[src/core/xsti_pkg.sv]
package xsti_pkg;
  localparam int CLK_PERIOD_NS = 10;
  localparam int TRANS_TIME_NS = 40;
  localparam int TRANS_CYCLES = TRANS_TIME_NS / CLK_PERIOD_NS;
  localparam int TRIG_TIME_NS = 20;
  localparam int TRIG_CYCLES = TRIG_TIME_NS / CLK_PERIOD_NS;

  localparam int ADDR_W = 6;
  localparam int DATA_W = 8;

  localparam logic [5:0] REG_STATUS = 6'h01;
  localparam logic [5:0] REG_CONTROL = 6'h02;
  localparam logic [5:0] REG_MASK = 6'h0e;
  localparam logic [5:0] REG_EVENTS = 6'h0f;

  localparam int CFG_N = 9;
  localparam logic [5:0] CFG_ADDR [CFG_N] = '{6'h04, 6'h08, 6'h09, 6'h17,
                                              6'h19, 6'h2c, 6'h2d, 6'h2e,
                                              6'h2f};
  localparam int CFG_IDX_RETRIES = 5;
  localparam int SLOTTED_BIT = 0;

  localparam int STAT_DONE_BIT = 7;
  localparam int STAT_RESULT_BIT = 6;
  localparam logic [7:0] REG_RESET = 8'h00;

  localparam int EVT_START_BIT = 2;
  localparam int EVT_END_BIT = 3;
  localparam int EVT_CCA_BIT = 4;
  localparam int EVT_MATCH_BIT = 5;

  localparam logic [2:0] RES_SUCCESS = 3'h0;
  localparam logic [2:0] RES_OK_PENDING_DATA = 3'h1;
  localparam logic [2:0] RES_OK_ACK_PENDING_SLOT = 3'h2;
  localparam logic [2:0] RES_CHANNEL_BUSY_FAILURE = 3'h3;
  localparam logic [2:0] RES_NO_ACK = 3'h5;
  localparam logic [2:0] RES_INVALID = 3'h7;

  localparam logic [4:0] CMD_NOP = 5'h00;
  localparam logic [4:0] CMD_TX_START = 5'h02;
  localparam logic [4:0] CMD_FORCE_OFF = 5'h03;
  localparam logic [4:0] CMD_FORCE_PLL_ON = 5'h04;
  localparam logic [4:0] CMD_RX_ON = 5'h06;
  localparam logic [4:0] CMD_OFF = 5'h08;
  localparam logic [4:0] CMD_PLL_ON = 5'h09;
  localparam logic [4:0] CMD_DEEP_PREP = 5'h10;
  localparam logic [4:0] CMD_AUTO_ACK_RX_ON = 5'h16;
  localparam logic [4:0] CMD_AUTO_RETRY_TX_ON = 5'h19;

  typedef enum logic [4:0] {
    ST_POWER_ON = 5'h00,
    ST_RX_BUSY = 5'h01,
    ST_TX_BUSY = 5'h02,
    ST_RX_ON = 5'h06,
    ST_OFF = 5'h08,
    ST_PLL_ON = 5'h09,
    ST_SLEEP = 5'h0f,
    ST_DEEP_SLEEP_PREPARATION = 5'h10,
    ST_AUTO_ACK_RX_BUSY = 5'h11,
    ST_AUTO_RETRY_TX_BUSY = 5'h12,
    ST_AUTO_ACK_RX_IDLE = 5'h16,
    ST_AUTO_RETRY_TX_IDLE = 5'h19,
    ST_DEEP_SLEEP = 5'h1e,
    ST_STATE_CHANGING = 5'h1f
  } xsti_state_t;

  localparam logic [3:0] HOST_REG_CMD = 4'h0;
  localparam logic [3:0] HOST_REG_STAT = 4'h4;
  localparam logic [3:0] HOST_REG_TRIG = 4'h8;
  localparam int HCMD_ADDR_LSB = 8;
  localparam int HCMD_READ_BIT = 16;
  localparam int HSTAT_RDATA_LSB = 8;
  localparam int HSTAT_IRQ_BIT = 16;
  localparam int HSTAT_REFUSED_BIT = 17;
  localparam logic [1:0] RESP_OKAY = 2'b00;
  localparam logic [1:0] RESP_SLVERR = 2'b10;
endpackage

[src/core/xsti_link_if.sv]
`timescale 1ns/1ps
`default_nettype none
interface xsti_link_if;
  logic [5:0] regAddr;
  logic [7:0] regWdata;
  logic regWe;
  logic regRe;
  logic [7:0] regRdata;
  logic regRvalid;
  logic trigPin;
  logic irqPin;

  modport device (
    input regAddr, regWdata, regWe, regRe, trigPin,
    output regRdata, regRvalid, irqPin
  );
  modport host (
    output regAddr, regWdata, regWe, regRe, trigPin,
    input regRdata, regRvalid, irqPin
  );
endinterface
`default_nettype wire

[src/core/xsti_device.sv]
// What this block does
// - Auto-ack frame end needs address match, good FCS
// - Auto-ack frame start on valid PHY header
// - Auto-ack address match raises its event
// - Failed FCS may leave start without end
// - Auto-retry completion always raises end, stores result
// - No Clear_channel_check_done event during auto-retry
// - No start or match during auto-retry ack wait
// - Read-only status, state code in bits 4:0
// - Basic state codes as encoded
// - Extended state codes, transition code 0x1F
// - Status unreachable in sleep or deep sleep
// - Host waits while state reads changing
// - Command write starts a state change
// - Trigger pin rising edge starts some transitions
// - Control register: result 7:5, command 4:0
// - Transaction result codes as encoded
// - Result loads invalid when procedure starts
// - Host trusts result from end event only
// - Code 2 needs slotted operation enabled
// - Host pulses trigger to launch slotted ack
// - Host should enable frame end event
// - Status bit 7 Clear_channel_check_done, bit 6 result
// - Events reach interrupt only when mask set
// - Command codes include 0x02, 0x16, 0x19
//
// Local design decision: register access over AXI4-Lite.
`timescale 1ns/1ps
`default_nettype none
module xsti_device import xsti_pkg::*; #(
  parameter int TRANS_N = TRANS_CYCLES
) (
  input wire logic core_clk, // Device clock
  input wire logic rst_b, // Async reset, active low
  xsti_link_if.device link, // Register port and pins to the host
  input wire logic rxPhrValid, // Pulse: valid PHY header received
  input wire logic rxAddrMatch, // Pulse: frame addresses pass filter
  input wire logic rxFrameDone, // Pulse: frame reception finished
  input wire logic rxFcsOk, // Level with rxFrameDone: FCS good
  input wire logic txDone, // Pulse: transmit transaction finished
  input wire logic [2:0] txResult, // Result code with txDone
  input wire logic ccaDone, // Pulse: clear channel check finished
  input wire logic ccaClear, // Level with ccaDone: channel idle
  output logic txStart, // Pulse: launch frame transmission
  output logic ackLaunch, // Pulse: launch slotted ack frame
  output logic [4:0] radioState, // Present state code
  output logic [CFG_N*8-1:0] cfgBits // Configuration bytes, entry 0 low
);
  xsti_state_t stateQ, targetQ, cmdTgt, pinTgt;
  logic [7:0] cntQ;
  logic [2:0] resultQ;
  logic [4:0] cmdQ;
  logic ccaDoneQ, ccaClearQ, matchQ, ackWaitQ;
  logic [7:0] evtQ, maskQ, rdataQ, readMux;
  logic [7:0] evtSet;
  logic rvalidQ, trigS1, trigS2, trigS3, trigRise;
  logic [7:0] cfgQ [CFG_N];
  logic accessOk, cmdWr, cmdOk, pinOk, txGo, aretBusy;

  always_ff @(posedge core_clk or negedge rst_b) begin
    if (!rst_b) begin
      trigS1 <= 1'b0;
      trigS2 <= 1'b0;
      trigS3 <= 1'b0;
    end else begin
      trigS1 <= link.trigPin;
      trigS2 <= trigS1;
      trigS3 <= trigS2;
    end
  end
  assign trigRise = trigS2 & ~trigS3;

  // Sleeping core has no register clock; writes are dropped and reads answer zero
  assign accessOk = (stateQ != ST_SLEEP) && (stateQ != ST_DEEP_SLEEP);
  assign cmdWr = link.regWe && accessOk && (link.regAddr == REG_CONTROL);
  assign aretBusy = (stateQ == ST_AUTO_RETRY_TX_BUSY);

  always_comb begin
    cmdOk = 1'b1;
    cmdTgt = ST_OFF;
    case (link.regWdata[4:0])
      CMD_FORCE_OFF: cmdTgt = ST_OFF;
      CMD_FORCE_PLL_ON: begin
        cmdTgt = ST_PLL_ON;
        cmdOk = (stateQ != ST_POWER_ON);
      end
      CMD_RX_ON: cmdTgt = ST_RX_ON;
      CMD_OFF: cmdTgt = ST_OFF;
      CMD_PLL_ON: cmdTgt = ST_PLL_ON;
      CMD_DEEP_PREP: cmdTgt = ST_DEEP_SLEEP_PREPARATION;
      CMD_AUTO_ACK_RX_ON: cmdTgt = ST_AUTO_ACK_RX_IDLE;
      CMD_AUTO_RETRY_TX_ON: cmdTgt = ST_AUTO_RETRY_TX_IDLE;
      default: cmdOk = 1'b0;
    endcase
  end

  always_comb begin
    pinOk = 1'b1;
    pinTgt = ST_OFF;
    case (stateQ)
      ST_OFF: pinTgt = ST_SLEEP;
      ST_SLEEP: pinTgt = ST_OFF;
      ST_DEEP_SLEEP_PREPARATION: pinTgt = ST_DEEP_SLEEP;
      ST_DEEP_SLEEP: pinTgt = ST_OFF;
      default: pinOk = 1'b0;
    endcase
  end

  assign txGo = ((cmdWr && link.regWdata[4:0] == CMD_TX_START) || trigRise)
    && (stateQ == ST_PLL_ON || stateQ == ST_AUTO_RETRY_TX_IDLE);

  always_ff @(posedge core_clk or negedge rst_b) begin
    if (!rst_b) begin
      stateQ <= ST_POWER_ON;
      targetQ <= ST_POWER_ON;
      cntQ <= 8'h00;
    end else if (txGo) begin
      stateQ <= (stateQ == ST_PLL_ON) ? ST_TX_BUSY : ST_AUTO_RETRY_TX_BUSY;
    end else if (cmdWr && cmdOk) begin
      stateQ <= ST_STATE_CHANGING;
      targetQ <= cmdTgt;
      cntQ <= 8'(TRANS_N);
    end else if (trigRise && pinOk) begin
      stateQ <= ST_STATE_CHANGING;
      targetQ <= pinTgt;
      cntQ <= 8'(TRANS_N);
    end else begin
      case (stateQ)
        ST_STATE_CHANGING: begin
          if (cntQ <= 8'h01) begin
            stateQ <= targetQ;
          end else begin
            cntQ <= cntQ - 8'h01;
          end
        end
        ST_RX_ON: if (rxPhrValid) stateQ <= ST_RX_BUSY;
        ST_RX_BUSY: if (rxFrameDone) stateQ <= ST_RX_ON;
        ST_AUTO_ACK_RX_IDLE: if (rxPhrValid) stateQ <= ST_AUTO_ACK_RX_BUSY;
        ST_AUTO_ACK_RX_BUSY: if (rxFrameDone) stateQ <= ST_AUTO_ACK_RX_IDLE;
        ST_TX_BUSY: if (txDone) stateQ <= ST_PLL_ON;
        ST_AUTO_RETRY_TX_BUSY: if (txDone) stateQ <= ST_AUTO_RETRY_TX_IDLE;
        default: stateQ <= stateQ;
      endcase
    end
  end

  always_ff @(posedge core_clk or negedge rst_b) begin
    if (!rst_b) begin
      txStart <= 1'b0;
      ackLaunch <= 1'b0;
    end else begin
      txStart <= txGo;
      ackLaunch <= trigRise && ackWaitQ && (stateQ == ST_AUTO_ACK_RX_IDLE);
    end
  end

  always_ff @(posedge core_clk or negedge rst_b) begin
    if (!rst_b) begin
      cmdQ <= 5'h00;
    end else if (cmdWr) begin
      cmdQ <= link.regWdata[4:0];
    end
  end

  always_ff @(posedge core_clk or negedge rst_b) begin
    if (!rst_b) begin
      resultQ <= RES_SUCCESS;
    end else if ((txGo && stateQ == ST_AUTO_RETRY_TX_IDLE) ||
                 (rxPhrValid && stateQ == ST_AUTO_ACK_RX_IDLE)) begin
      resultQ <= RES_INVALID;
    end else if (txDone && aretBusy) begin
      resultQ <= txResult;
    end else if (evtSet[EVT_END_BIT] && stateQ == ST_AUTO_ACK_RX_BUSY) begin
      resultQ <= cfgQ[CFG_IDX_RETRIES][SLOTTED_BIT] ?
        RES_OK_ACK_PENDING_SLOT : RES_SUCCESS;
    end
  end

  always_ff @(posedge core_clk or negedge rst_b) begin
    if (!rst_b) begin
      ackWaitQ <= 1'b0;
    end else if (evtSet[EVT_END_BIT] && stateQ == ST_AUTO_ACK_RX_BUSY) begin
      ackWaitQ <= cfgQ[CFG_IDX_RETRIES][SLOTTED_BIT];
    end else if (trigRise || stateQ != ST_AUTO_ACK_RX_IDLE) begin
      ackWaitQ <= 1'b0;
    end
  end

  always_ff @(posedge core_clk or negedge rst_b) begin
    if (!rst_b) begin
      matchQ <= 1'b0;
    end else if (rxPhrValid) begin
      matchQ <= 1'b0;
    end else if (evtSet[EVT_MATCH_BIT]) begin
      matchQ <= 1'b1;
    end
  end

  always_comb begin
    evtSet = 8'h00;
    evtSet[EVT_START_BIT] = rxPhrValid && !aretBusy &&
      (stateQ == ST_RX_ON || stateQ == ST_AUTO_ACK_RX_IDLE);
    evtSet[EVT_MATCH_BIT] = rxAddrMatch && !aretBusy &&
      (stateQ == ST_RX_BUSY || stateQ == ST_AUTO_ACK_RX_BUSY);
    evtSet[EVT_END_BIT] = (rxFrameDone && stateQ == ST_RX_BUSY) ||
      (rxFrameDone && rxFcsOk && (matchQ || rxAddrMatch) &&
       stateQ == ST_AUTO_ACK_RX_BUSY) ||
      (txDone && (stateQ == ST_TX_BUSY || aretBusy));
    evtSet[EVT_CCA_BIT] = ccaDone && !aretBusy;
  end

  always_ff @(posedge core_clk or negedge rst_b) begin
    if (!rst_b) begin
      evtQ <= REG_RESET;
    end else if (link.regRe && accessOk && link.regAddr == REG_EVENTS) begin
      evtQ <= evtSet;
    end else begin
      evtQ <= evtQ | evtSet;
    end
  end

  always_ff @(posedge core_clk or negedge rst_b) begin
    if (!rst_b) begin
      maskQ <= REG_RESET;
    end else if (link.regWe && accessOk && link.regAddr == REG_MASK) begin
      maskQ <= link.regWdata;
    end
  end
  assign link.irqPin = |(evtQ & maskQ);

  always_ff @(posedge core_clk or negedge rst_b) begin
    if (!rst_b) begin
      ccaDoneQ <= 1'b0;
      ccaClearQ <= 1'b0;
    end else if (ccaDone) begin
      ccaDoneQ <= 1'b1;
      ccaClearQ <= ccaClear;
    end else if (cmdWr) begin
      ccaDoneQ <= 1'b0;
      ccaClearQ <= 1'b0;
    end
  end

  generate
    for (genvar i = 0; i < CFG_N; i++) begin : gCfg
      always_ff @(posedge core_clk or negedge rst_b) begin
        if (!rst_b) begin
          cfgQ[i] <= REG_RESET;
        end else if (link.regWe && accessOk && link.regAddr == CFG_ADDR[i]) begin
          cfgQ[i] <= link.regWdata;
        end
      end
      assign cfgBits[i*8 +: 8] = cfgQ[i];
    end
  endgenerate

  always_comb begin
    readMux = 8'h00;
    case (link.regAddr)
      REG_STATUS: readMux = {ccaDoneQ, ccaClearQ, 1'b0, stateQ};
      REG_CONTROL: readMux = {resultQ, cmdQ};
      REG_MASK: readMux = maskQ;
      REG_EVENTS: readMux = evtQ;
      default: begin
        for (int i = 0; i < CFG_N; i++) begin
          if (link.regAddr == CFG_ADDR[i]) readMux = cfgQ[i];
        end
      end
    endcase
  end

  always_ff @(posedge core_clk or negedge rst_b) begin
    if (!rst_b) begin
      rvalidQ <= 1'b0;
      rdataQ <= 8'h00;
    end else begin
      rvalidQ <= link.regRe;
      if (link.regRe) rdataQ <= accessOk ? readMux : 8'h00;
    end
  end
  assign link.regRvalid = rvalidQ;
  assign link.regRdata = rdataQ;
  assign radioState = stateQ;
endmodule
`default_nettype wire

[src/flat_wrapper.sv]
// flat-port wrapper written by rule: the top's interface ports become plain ports
module xsti_device_flat import xsti_pkg::*;
#(
  parameter int TRANS_N = TRANS_CYCLES
)
  (core_clk, rst_b, rxPhrValid, rxAddrMatch, rxFrameDone, rxFcsOk, txDone, txResult, ccaDone, ccaClear, txStart, ackLaunch, radioState, cfgBits, link_regAddr, link_regWdata, link_regWe, link_regRe, link_trigPin, link_regRdata, link_regRvalid, link_irqPin);
  xsti_link_if link_i ();
  input wire logic core_clk;
  input wire logic rst_b;
  input wire logic rxPhrValid;
  input wire logic rxAddrMatch;
  input wire logic rxFrameDone;
  input wire logic rxFcsOk;
  input wire logic txDone;
  input wire logic [2:0] txResult;
  input wire logic ccaDone;
  input wire logic ccaClear;
  output logic txStart;
  output logic ackLaunch;
  output logic [4:0] radioState;
  output logic [CFG_N*8-1:0] cfgBits;
  input wire logic [$bits(link_i.regAddr)-1:0] link_regAddr;
  input wire logic [$bits(link_i.regWdata)-1:0] link_regWdata;
  input wire logic [$bits(link_i.regWe)-1:0] link_regWe;
  input wire logic [$bits(link_i.regRe)-1:0] link_regRe;
  input wire logic [$bits(link_i.trigPin)-1:0] link_trigPin;
  output wire logic [$bits(link_i.regRdata)-1:0] link_regRdata;
  output wire logic [$bits(link_i.regRvalid)-1:0] link_regRvalid;
  output wire logic [$bits(link_i.irqPin)-1:0] link_irqPin;
  assign link_i.regAddr = link_regAddr;
  assign link_i.regWdata = link_regWdata;
  assign link_i.regWe = link_regWe;
  assign link_i.regRe = link_regRe;
  assign link_i.trigPin = link_trigPin;
  assign link_regRdata = link_i.regRdata;
  assign link_regRvalid = link_i.regRvalid;
  assign link_irqPin = link_i.irqPin;
  xsti_device #(.TRANS_N(TRANS_N)) u_core (.core_clk(core_clk), .rst_b(rst_b), .link(link_i), .rxPhrValid(rxPhrValid), .rxAddrMatch(rxAddrMatch), .rxFrameDone(rxFrameDone), .rxFcsOk(rxFcsOk), .txDone(txDone), .txResult(txResult), .ccaDone(ccaDone), .ccaClear(ccaClear), .txStart(txStart), .ackLaunch(ackLaunch), .radioState(radioState), .cfgBits(cfgBits));
endmodule
[config.mk]
export PLATFORM = sky130hd
export DESIGN_NAME = xsti_device_flat
export DESIGN_NICKNAME = d
export VERILOG_FILES = /design/src/core/xsti_pkg.sv /design/src/core/xsti_link_if.sv /design/src/core/xsti_device.sv /design/src/flat_wrapper.sv
export SDC_FILE = /design/constraint.sdc
export NUM_CORES = 1
export LEC_CHECK = 0
export ABC_AREA = 0
export BUFFER_PORTS_ARGS = -buffer_cell sky130_fd_sc_hd__buf_2
export CAP_MARGIN = 0
export CORE_ASPECT_RATIO = 1.5
export CORE_MARGIN = 4
export CORE_UTILIZATION = 32
export CTS_BUF_LIST = sky130_fd_sc_hd__clkbuf_2
export DETAILED_ROUTE_END_ITERATION = 8
export PLACE_DENSITY = 0.57
export SLEW_MARGIN = 40
export SYNTH_ARGS = -nofsm -noshare
export SYNTH_HDL_FRONTEND = slang
export SYNTH_SLANG_ARGS = --single-unit
[constraint.sdc]
create_clock -name core_clk -period 2.4 [get_ports core_clk]
set_clock_uncertainty 0.1 [all_clocks]
set_input_delay 0.48 -clock core_clk [delete_from_list [all_inputs] [get_ports core_clk]]
set_output_delay 0.48 -clock core_clk [all_outputs]
set_load 0.1 [all_outputs]
==> results.md, run 1 <==
* Final setup vio count at 0
* Clk pwr share at 17.0%
* Leak at 4.10 nW
* Mux share of post-synthesis cell area at 14.9%
* Hpwl dp at 17200 microns
* Sequential Power Share at 36.3%
* Drt via density at 5.52
* Synth Area in Adders at 0.387%
* Status: complete, no violations
* R2r setup slk at 80 ps
* Skew-Pair Late Insertion Delay at 710 ps
* Num ports at 118
* Die Y at 182 microns
* Placer Congestion at 0.914
* H-Tree Depth at 4
* Hold Path Depth at 4
* Vias at 5951
* Synth async-reset ratio at 100%
* Post-synthesis area per instance at 11.1 sq um
* Final #Nets at 836
* Pint at 3.96 mW
* Core Box Area at 0.0199 sq mm
* Total gr overflow at 0
* Register bit total from synthesis at 127
* Critical-path cell list: buf_4 -> nor2b_1 -> a22oi_1 -> a221oi_2 -> nand2b_1 -> or4_1 -> o311a_1
* Switch share at 51.5%
* Crit. End Element: register
* Num CTS Buffers at 17
* # Max-Cap Violations at 0
* Largest family of logic cells by synthesized area: compound AO/OA/AOI/OAI gates
* # DRC at 0
* First-pass GRT wire length at 34300 microns
* Worst EP required at 2930 ps
* Yosys warning count at 0
* Dominant synthesized flop cell: dfrtp_1
* Largest net degree at the start of global routing at 53
* Relative slew margins at 64.1%
* Detail Route Antenna Nets at 0
* Fmax at 432 MHz
* Synth Area in Compound Gates at 17.3%
* First drt pass iteration count at 5
* Post-Synth XOR/XNOR Area at 0.541%
* Power per standard cell area at 960 mW/mm^2
* Clock sinks at 127
* Final worst-path cycle share at 96.5%
* Critical path class: register to register
* Post-synth net total at 613
* Reg clk slew, reported paths at 250 ps
* Starting Density at 32.6%
* Crit path largest cell delay at 590 ps
* Syn-to-layout area delta at 31.5%
* EDFF count, synth at 0
* Net Switching at 4.21 mW
* Port buffer count at 117
* Root Driver: clkbuf_2
* Type of the most critical hold path: input pin to register
* Sequential area share after synthesis at 49.1%
* Worst-case clock buffer depth at 2
* Total track usage at 19.7%
* Hold Crit Endpoint: u_core.cmdQ[2]
* TritonCTS clock tree: yes
* Hold_sp: link_regWdata[2]
* Slew Viols, Final at 0
* R2R depth at 7
* Worst-Margin Slew at 539 ps
* Share of cells above drive strength 1 at 44.5%
* Reg-to-reg endpoint: u_core.radioState[4]
* Routed WL at 22300 microns
* Simple-Gate Fraction of Synth Area at 15.5%
* Synth cell types at 77
* DR iter-0 viols at 428
* Minimum clock period at 2320 ps
* Total power at 8.17 mW
* Logic gate share of total power at 46.7%
* Netlist Area Pre-Place at 0.00647 sq mm
* Utilization after layout at 42.8%
* Final hold violations at 0
* Vias in the first global route at 6158
* Max Fanout on Critical Path at 9
* Filler cells at 1957
* Maximum VDD drop at 615 uV
* RSZ-0062 raised after global routing: yes
* Die Wd at 124 microns
* CP max stage cell: dfrtp_4
* CP startpoint kind: register
* Antenna violations before repair at 1
* Row cnt at 63
* Die area at 0.0226 sq mm
* WL per Instance at 20.6 microns
* Mapped Cells at 582
* Hold_ws at 113 ps
* RR Startpoint: u_core.radioState[1]
* Critical Path AT at 2850 ps
[power by group through the flow]
stage               clock network, mW  logic [mW]  registers, mW
finish                           1.38        3.82           2.97
global route                     1.52        4.02           3.01
CTS                              1.42        3.72           2.97
detailed placement                  0        3.66           3.02
global placement                    0        3.61           3.00
floorplan                           0        1.12           4.58
[sequential cells by signal, summed over array words and instances, names as in the netlist, 3 cells and up]
signal	count
u_core.cmdQ	5
u_core.targetQ	4
u_core.cfgBits	72
u_core.resultQ	3
u_core.maskQ	8
u_core.radioState	5
u_core.link.regRdata	8
u_core.evtQ	4
u_core.cntQ	8
[Yosys cell counts, types with 4 or more instances]
| library cell | number | share of area, % |
|---|---|---|
| or3_1 | 6 | 0.58 |
| a221oi_1 | 11 | 1.5 |
| clkbuf_1 | 19 | 1.1 |
| o221ai_1 | 4 | 0.54 |
| o21ai_0 | 15 | 1.2 |
| nor2b_1 | 11 | 1.1 |
| a31oi_1 | 11 | 1.1 |
| o211ai_1 | 4 | 0.46 |
| nor3_1 | 12 | 0.93 |
| nand3_1 | 9 | 0.70 |
| nor2_1 | 28 | 1.6 |
| a22o_1 | 7 | 0.95 |
| a21oi_1 | 14 | 1.1 |
| a211o_1 | 4 | 0.54 |
| a22oi_1 | 25 | 2.9 |
| nand2_1 | 59 | 3.4 |
| or4_1 | 4 | 0.46 |
| a21o_1 | 5 | 0.58 |
| nand2b_1 | 10 | 0.97 |
| o22ai_1 | 11 | 1.1 |
| mux2_2 | 81 | 14 |
| dfrtp_1 | 127 | 49 |
| buf_1 | 4 | 0.23 |
| inv_1 | 11 | 0.64 |
[routing by layer]
| layer | wire length (microns) | GRT usage [%] | up-vias |
|---|---|---|---|
| met1 | 8300 | 22.2 | 2991 |
| met2 | 11900 | 35.7 | 254 |
| li1 | - | - | 2659 |
| met4 | 824 | 8.64 | 0 |
| met5 | 0 | 0 | - |
| met3 | 1270 | 3.44 | 47 |
[worst max-delay path: cells and delay by family, from the launching register on]
| family | cells | cell delay (ps) |
|---|---|---|
| flops | 1 | 590 |
| buf+inv | 1 | 170 |
| compound gates | 3 | 600 |
| simple gates | 3 | 780 |
[what timing repair did]
| item | CTS | global route |
|---|---|---|
| endpoints found under the hold margin | 71 | 0 |
| pin swaps | 0 | 1 |
| buffers inserted | 1 | 5 |
| hold buffers | 14 | 0 |
| setup endpoints to repair | 3 | 14 |
| resized for setup | 3 | 9 |
[layout make-up]
type	instances	area [sq um]	area share, %
Clock inverter	15	160	1.88
Sequential cell	127	3200	37.6
Multi-Input combinational cell	417	3160	37.1
Antenna cell	1	2.50	0.0294
Inverter	12	45.0	0.529
Timing Repair Buffer	230	1530	18.0
Tap cell	260	325	3.82
Clock buffer	17	85.1	1.00
[cell families (layout without fill, tap and decap cells)]
kind of cell / after synthesis / count (layout)
AO/OA/AOI/OAI: 149 / 149
XOR/XNOR: 4 / 4
adder cells (fa/ha/maj): 2 / 2
buffers and inverters: 38 / 274
flip-flops: 127 / 127
multiplexers: 85 / 85
other: 0 / 1
AND/OR/NAND/NOR: 177 / 177
[layout by cell type (no fill, tap or decap), types with 4 or more instances in the layout]
cell,count
nand2_1,58
nor2_1,28
a221oi_1,11
inv_8,6
nor3_1,12
buf_12,4
nor2b_1,11
nand3_1,9
a22o_1,7
o211ai_1,4
inv_6,5
or3_1,6
dlygate4sd3_1,14
a22oi_1,24
a21oi_1,14
or4_1,4
a211o_1,4
o22ai_1,11
mux2_2,81
dfrtp_1,122
a21o_1,5
buf_2,111
dfrtp_4,5
buf_4,99
a31oi_1,11
o21ai_0,15
clkbuf_2,17
nand2b_1,10
inv_1,11
o221ai_1,4
[per-stage QoR]
step                      TNS [ps]  std cells  worst slack, ps  cell area [sq um]
after floorplan              -19.0        582            -5.74               6490
after global placement       -2980       1026             -178               8040
after detailed placement     -3720       1026             -192               8040
after CTS                        0       1073             12.6               8440
after global routing         -32.0       1079            -10.5               8510
final                            0       1079             82.9               8510
[how the worst max path moves through the flow]
stage	startpoint	endpoint	slack, ps	cells after the start
global placement	link_regAddr[5]	u_core.resultQ[1]	-180	8
finish	u_core.radioState[1]	u_core.radioState[4]	80	7
floorplan	u_core.radioState[2]	u_core.targetQ[0]	-6	7
global route	u_core.radioState[0]	u_core.targetQ[2]	-10	7
CTS	u_core.radioState[0]	radioState[0]	10	1
detailed placement	link_regAddr[5]	u_core.resultQ[0]	-190	8
(Power assumes the default switching activity.)
==> run 2: changes to the inputs <==
--- a/config.mk
+++ b/config.mk
@@ -10,10 +10,10 @@
 export CAP_MARGIN = 0
 export CORE_ASPECT_RATIO = 1.5
 export CORE_MARGIN = 4
-export CORE_UTILIZATION = 32
+export CORE_UTILIZATION = 25
 export CTS_BUF_LIST = sky130_fd_sc_hd__clkbuf_2
 export DETAILED_ROUTE_END_ITERATION = 8
-export PLACE_DENSITY = 0.57
+export PLACE_DENSITY = 0.48
 export SLEW_MARGIN = 40
 export SYNTH_ARGS = -nofsm -noshare
 export SYNTH_HDL_FRONTEND = slang
==> results.md, run 2 (synthesis results as in run 1) <==
* Share of cells above drive strength 1 at 44.1% (-0.41 points)
* Final setup vio count at 0 (unchanged)
* Fin Setup TNS at 0 ps (unchanged)
* Port buffer count at 117 (unchanged)
* Die area at 0.0286 sq mm (+26%)
* Max Fanout on Critical Path at 11 (+2)
* Total power at 8.29 mW (+1.5%)
* # Max-Cap Violations at 0 (unchanged)
* Commonest non-fill, non-tap cell in the layout: dfrtp_1
* Worst-case clock buffer depth at 2 (unchanged)
* Largest net degree at the start of global routing at 51 (-3.8%)
* Drt via density at 4.93 (-11%)
* CP delay by family, top: flip-flops
* Maximum VDD drop at 534 uV (-13%)
* # DRC at 0 (unchanged)
* Skew-Pair Late Insertion Delay at 740 ps (+30 ps)
* Slew Viols, Final at 0 (unchanged)
* Detail Route Antenna Nets at 0 (unchanged)
* Starting Density at 25.6% (-7.0 points)
* Placer Congestion at 0.837 (-8.4%)
* Num CTS Buffers at 17 (unchanged)
* First-pass GRT wire length at 35400 microns (+3.4%)
* Row cnt at 71 (+13%)
* DR iter-0 viols at 314 (-27%)
* WL per Instance at 20.2 microns (-1.9%)
* Most frequent cells in the layout: dfrtp_1 (122), buf_2 (110), buf_4 (86)
* Antenna violations before repair at 1 (unchanged)
* Worst EP required at 1820 ps (-1110 ps)
* Status: complete, no violations
* Critical Path AT at 1720 ps (-1130 ps)
* Type of the most critical hold path: input pin to asynchronous set/reset pin
* Syn-to-layout area delta at 32.2%
* H-Tree Depth at 4 (unchanged)
* Routed WL at 22900 microns (+3.0%)
* Critical path class: register to output pin
* Power per standard cell area at 970 mW/mm^2 (+1.0%)
* Total track usage at 16.2% (-3.5 points)
* Vias in the first global route at 5875 (-4.6%)
* Crit. End Element: output pin
* Num ports at 118 (unchanged)
* Critical-path cell list: buf_4 -> buf_4
* Relative slew margins at 58.1% (-6.0 points)
* Final worst-path cycle share at 95.7% (-0.85 points)
* Clock sinks at 127 (unchanged)
* Hpwl dp at 18000 microns (+4.4%)
* Cell mode on critical path: buf_4
* Die Wd at 139 microns (+12%)
* CP startpoint kind: register
* Core Box Area at 0.0253 sq mm (+27%)
* Leak at 4.05 nW (-1.2%)
* Max FFs per register at 72 (unchanged)
* Total gr overflow at 0 (unchanged)
* TritonCTS clock tree: yes
* Minimum clock period at 2300 ps (-20.4 ps)
* Hold_ws at 77.3 ps (-35.9 ps)
* Crit path largest cell delay at 580 ps (about the same)
* Final #Nets at 822 (-1.7%)
* Die Y at 205 microns (+13%)
* CP max stage cell: dfrtp_4
* Final hold violations at 0 (unchanged)
* WP buf/inv at 2 (+1)
* Vias at 5585 (-6.2%)
* Filler cells at 2641 (+35%)
* Root Driver: clkbuf_2
* Worst-Margin Slew at 626 ps (+87.5 ps)
* Fmax at 435 MHz (+0.89%)
* Reg clk slew, reported paths at 220 ps (-30 ps)
* First drt pass iteration count at 5 (unchanged)
run 2: cell types whose count changed in the layout (fill, tap and decap cells not counted), sizes merged:
cell / delta
buf: -11
inv: -9
clkinv: +4
bufinv: +3
clkbuf: -2
clkinvlp: +1
dlygate4sd3: -1
run 2: per-stage QoR:
step                      instance area, sq um  instances  setup WS [ps]  util [%]
after floorplan                           6490        582          -5.74         -
after global placement                    8040       1083           -324      31.8
after detailed placement                  8040       1083           -313      31.8
after CTS                                 8450       1127           7.93      33.4
after global routing                      8550       1132          -4.18      33.8
final                                     8550       1132            103      33.8
run 2: what timing repair did:
item / 4_1_cts / 5_1_grt
hold endpoints to repair: 145 / 0
endpoints found under the setup margin: 6 / 14
setup buffers: 0 / 4
gates resized for setup: 8 / 16
hold buffers: 13 / 0
pin swaps: 0 / 2
run 2: final timing paths:
kind                                      endpoint  slack [ps]  depth (start not counted)                  from
setup reg to reg                 u_core.targetQ[2]         150                          6  u_core.radioState[1]
hold reg to reg                      u_core.trigS2         270                          0         u_core.trigS1
hold / removal             u_core.link.regRdata[3]          80                          2                 rst_b
min in group core_clk           u_core.cfgBits[26]          80                          3      link_regWdata[2]
setup / recovery                     radioState[1]         100                          2  u_core.radioState[1]
max in group asynchronous           u_core.cntQ[4]        1460                          3                 rst_b
run 2: worst reg2reg max path, delay by kind of cell, from the launching register on:
family / cells / cell delay [ps]
DFF: 1 / 580
AOI/OAI and AO/OA: 2 / 390
and+or+nand+nor: 3 / 840
muxes: 1 / 260
run 2: area by class of cell:
type | instances | area (sq um) | share of cell area (%)
multi-input cells | 417 | 3210 | 37.5
diodes | 1 | 2.50 | 0.0293
flip-flops and latches | 127 | 3200 | 37.4
well taps | 328 | 410 | 4.80
inverters | 12 | 45.0 | 0.527
clock inverters | 14 | 166 | 1.95
repair buffers | 216 | 1440 | 16.8
clock buffers | 17 | 85.1 | 0.995
run 2: power breakdown:
part           switching, mW  leakage [nW]  total (mW)  internal, mW
combinational           2.79          2.25        3.88          1.09
sequential             0.417          1.65        2.97          2.55
clock                  0.874         0.146        1.45         0.576
total                   4.08          4.05        8.29          4.21
run 2: metal layers:
layer / wire length, microns / track usage (%) / up-vias
li1: - / - / 2623
met1: 8880 / 18.0 / 2815
met2: 12500 / 29.7 / 116
met3: 808 / 3.15 / 31
met4: 760 / 7.27 / 0
met5: 0 / 0 / -
==> run 3: changes to the inputs <==
==> constraint.sdc (replaced) <==
create_clock -name core_clk -period 3 [get_ports core_clk]
set_clock_uncertainty 0.1 [all_clocks]
set_input_delay 0.6 -clock core_clk [delete_from_list [all_inputs] [get_ports core_clk]]
set_output_delay 0.6 -clock core_clk [all_outputs]
set_load 0.1 [all_outputs]
==> results.md, run 3 (synthesis results as in run 1) <==
* Status: complete, no violations
* Worst-Margin Slew at 674 ps (+47.9 ps)
* Drt via density at 5.08 (+3.0%)
* Reg clk slew, reported paths at 200 ps (-20 ps)
* Fin Setup TNS at 0 ps (unchanged)
* Critical path class: register to register
* Antenna violations before repair at 1 (unchanged)
* Vias in the first global route at 5738 (-2.3%)
* Filler cells at 2671 (+1.1%)
* CP startpoint: u_core.radioState[2]
* Max FFs per register at 72 (unchanged)
* RSZ-0062 raised after global routing: no
* Die Wd at 139 microns (unchanged)
* DR iter-0 viols at 339 (+8.0%)
* RR Startpoint: u_core.radioState[2]
* Relative slew margins at 55.1% (-3.0 points)
* Worst EP required at 3540 ps (+1720 ps)
* Slew Viols, Final at 0 (unchanged)
* Final hold violations at 0 (unchanged)
* Detail Route Antenna Nets at 0 (unchanged)
* Num ports at 118 (unchanged)
* CP delay by family, top: simple AND/OR/NAND/NOR gates
* Die area at 0.0286 sq mm (unchanged)
* Num CTS Buffers at 17 (unchanged)
* Final worst-path cycle share at 85.1%
* Share of cells above drive strength 1 at 39.1% (-5.0 points)
* Maximum VDD drop at 301 uV (-44%)
* Placement Setup Slack at 81.6 ps (+394 ps)
* Finished Layout Cells at 1088 (-3.9%)
* WP buf/inv at 1 (-1)
* CP max stage cell: dlygate4sd3_1
* Row cnt at 71 (unchanged)
* DP Cell Count at 1043 (-3.7%)
* Critical-path cell list: and2_0 -> a31oi_2 -> nand2_1 -> nand2_1 -> o21ai_0 -> dlygate4sd3_1
* Cell mode on critical path: nand2_1
* Final #Nets at 778 (-5.4%)
* Most frequent cells in the layout: dfrtp_1 (127), buf_2 (116), mux2_2 (81)
* Critical Path AT at 3090 ps (+1370 ps)
* Worst-case clock buffer depth at 2 (unchanged)
* Crit. End Element: register
* TritonCTS clock tree: yes
* H-Tree Depth at 4 (unchanged)
* Area of the multi-input gates at 0.00315 sq mm (-1.7%)
* Final setup vio count at 0 (unchanged)
* Power per standard cell area at 775 mW/mm^2 (-20%)
* Type of the most critical hold path: input pin to register
* First drt pass iteration count at 5 (unchanged)
* Die Y at 205 microns (unchanged)
* Syn-to-layout area delta at 24.2%
* Placer Congestion at 0.866 (+3.4%)
* Total gr overflow at 0 (unchanged)
* Routed WL at 22800 microns (-0.31%)
* Crit path largest cell delay at 550 ps (-30 ps)
* Hpwl dp at 17500 microns (-2.5%)
* Starting Density at 25.6% (unchanged)
* CP startpoint kind: register
* Clock sinks at 127 (unchanged)
* Post-route setup slack at 448 ps (+345 ps)
* # Max-Cap Violations at 0 (unchanged)
* Hold_sp: txDone
* Core Box Area at 0.0253 sq mm (unchanged)
* Commonest non-fill, non-tap cell in the layout: dfrtp_1
* Skew-Pair Late Insertion Delay at 730 ps (about the same)
* Port buffer count at 117 (unchanged)
* First-pass GRT wire length at 34900 microns (-1.5%)
* # DRC at 0 (unchanged)
* Total track usage at 16.1% (-0.13 points)
* Largest net degree at the start of global routing at 68 (+33%)
* Minimum clock period at 2550 ps
* WL per Instance at 21.0 microns (+3.7%)
* Root Driver: clkbuf_2
* Leak at 3.78 nW (-6.7%)
* Fmax at 392 MHz
* Vias at 5527 (-1.0%)
* Register area at 0.00318 sq mm (-0.59%)
* Max Fanout on Critical Path at 10 (-1)
## run 3: cell types whose count changed in the layout (fill, tap and decap cells not counted), sizes merged
cell | previous run | this run
clkinvlp | 2 | 4
inv | 14 | 13
buf | 203 | 159
clkbuf | 17 | 18
bufinv | 3 | 1
## run 3: final timing paths
path / endpoint / slack (ps) / cells past startpoint
min: u_core.evtQ[3] / 130 / 3
min in group asynchronous: u_core.cfgBits[44] / 310 / 2
max reg2reg: u_core.ccaClearQ / 450 / 6
max: u_core.ccaClearQ / 450 / 6
min reg2reg: u_core.trigS2 / 290 / 0
max in group asynchronous: u_core.cntQ[4] / 1680 / 3
## run 3: metal layers
| metal | track usage [%] | wire length [microns] |
|---|---|---|
| met1 | 17.9 | 8850 |
| met5 | 0 | 0 |
| met4 | 7.38 | 926 |
| met2 | 29.0 | 12000 |
| met3 | 3.64 | 1050 |
## run 3: layout make-up
cell class              count  area share, %
diodes                      1         0.0311
flip-flops and latches    127           39.6
multi-input cells         417           39.2
clock inverters            13           1.48
well taps                 328           5.11
clock buffers              18           1.12
inverters                  12          0.561
repair buffers            172           12.9
## run 3: power breakdown
part           switching (mW)  internal (mW)
sequential              0.306           2.02
clock                   0.701          0.299
combinational            2.20          0.693
## run 3: repair_timing
item | 4_1_cts | 5_1_grt
endpoints found under the hold margin | 74 | 0
gates resized for setup | 0 | 0
hold buffers | 13 | 0
setup buffers | 0 | 0
## run 3: per-stage QoR
| step | util [%] | power [mW] | hold slack, ps | area (sq um) |
|---|---|---|---|---|
| global placement | 30.4 | 5.25 | 238 | 7690 |
| CTS | 31.7 | 6.28 | 43.1 | 8030 |
| global route | 31.7 | 6.55 | 36.2 | 8030 |
| finish | 31.7 | 6.22 | 133 | 8030 |
| floorplan | - | 4.53 | 204 | 6470 |
| detailed placement | 30.4 | 5.25 | 236 | 7690 |
## run 3: worst min-delay path: stages
cell and delay, ps:
buf_2 120, a21o_1 110, a22o_1 110
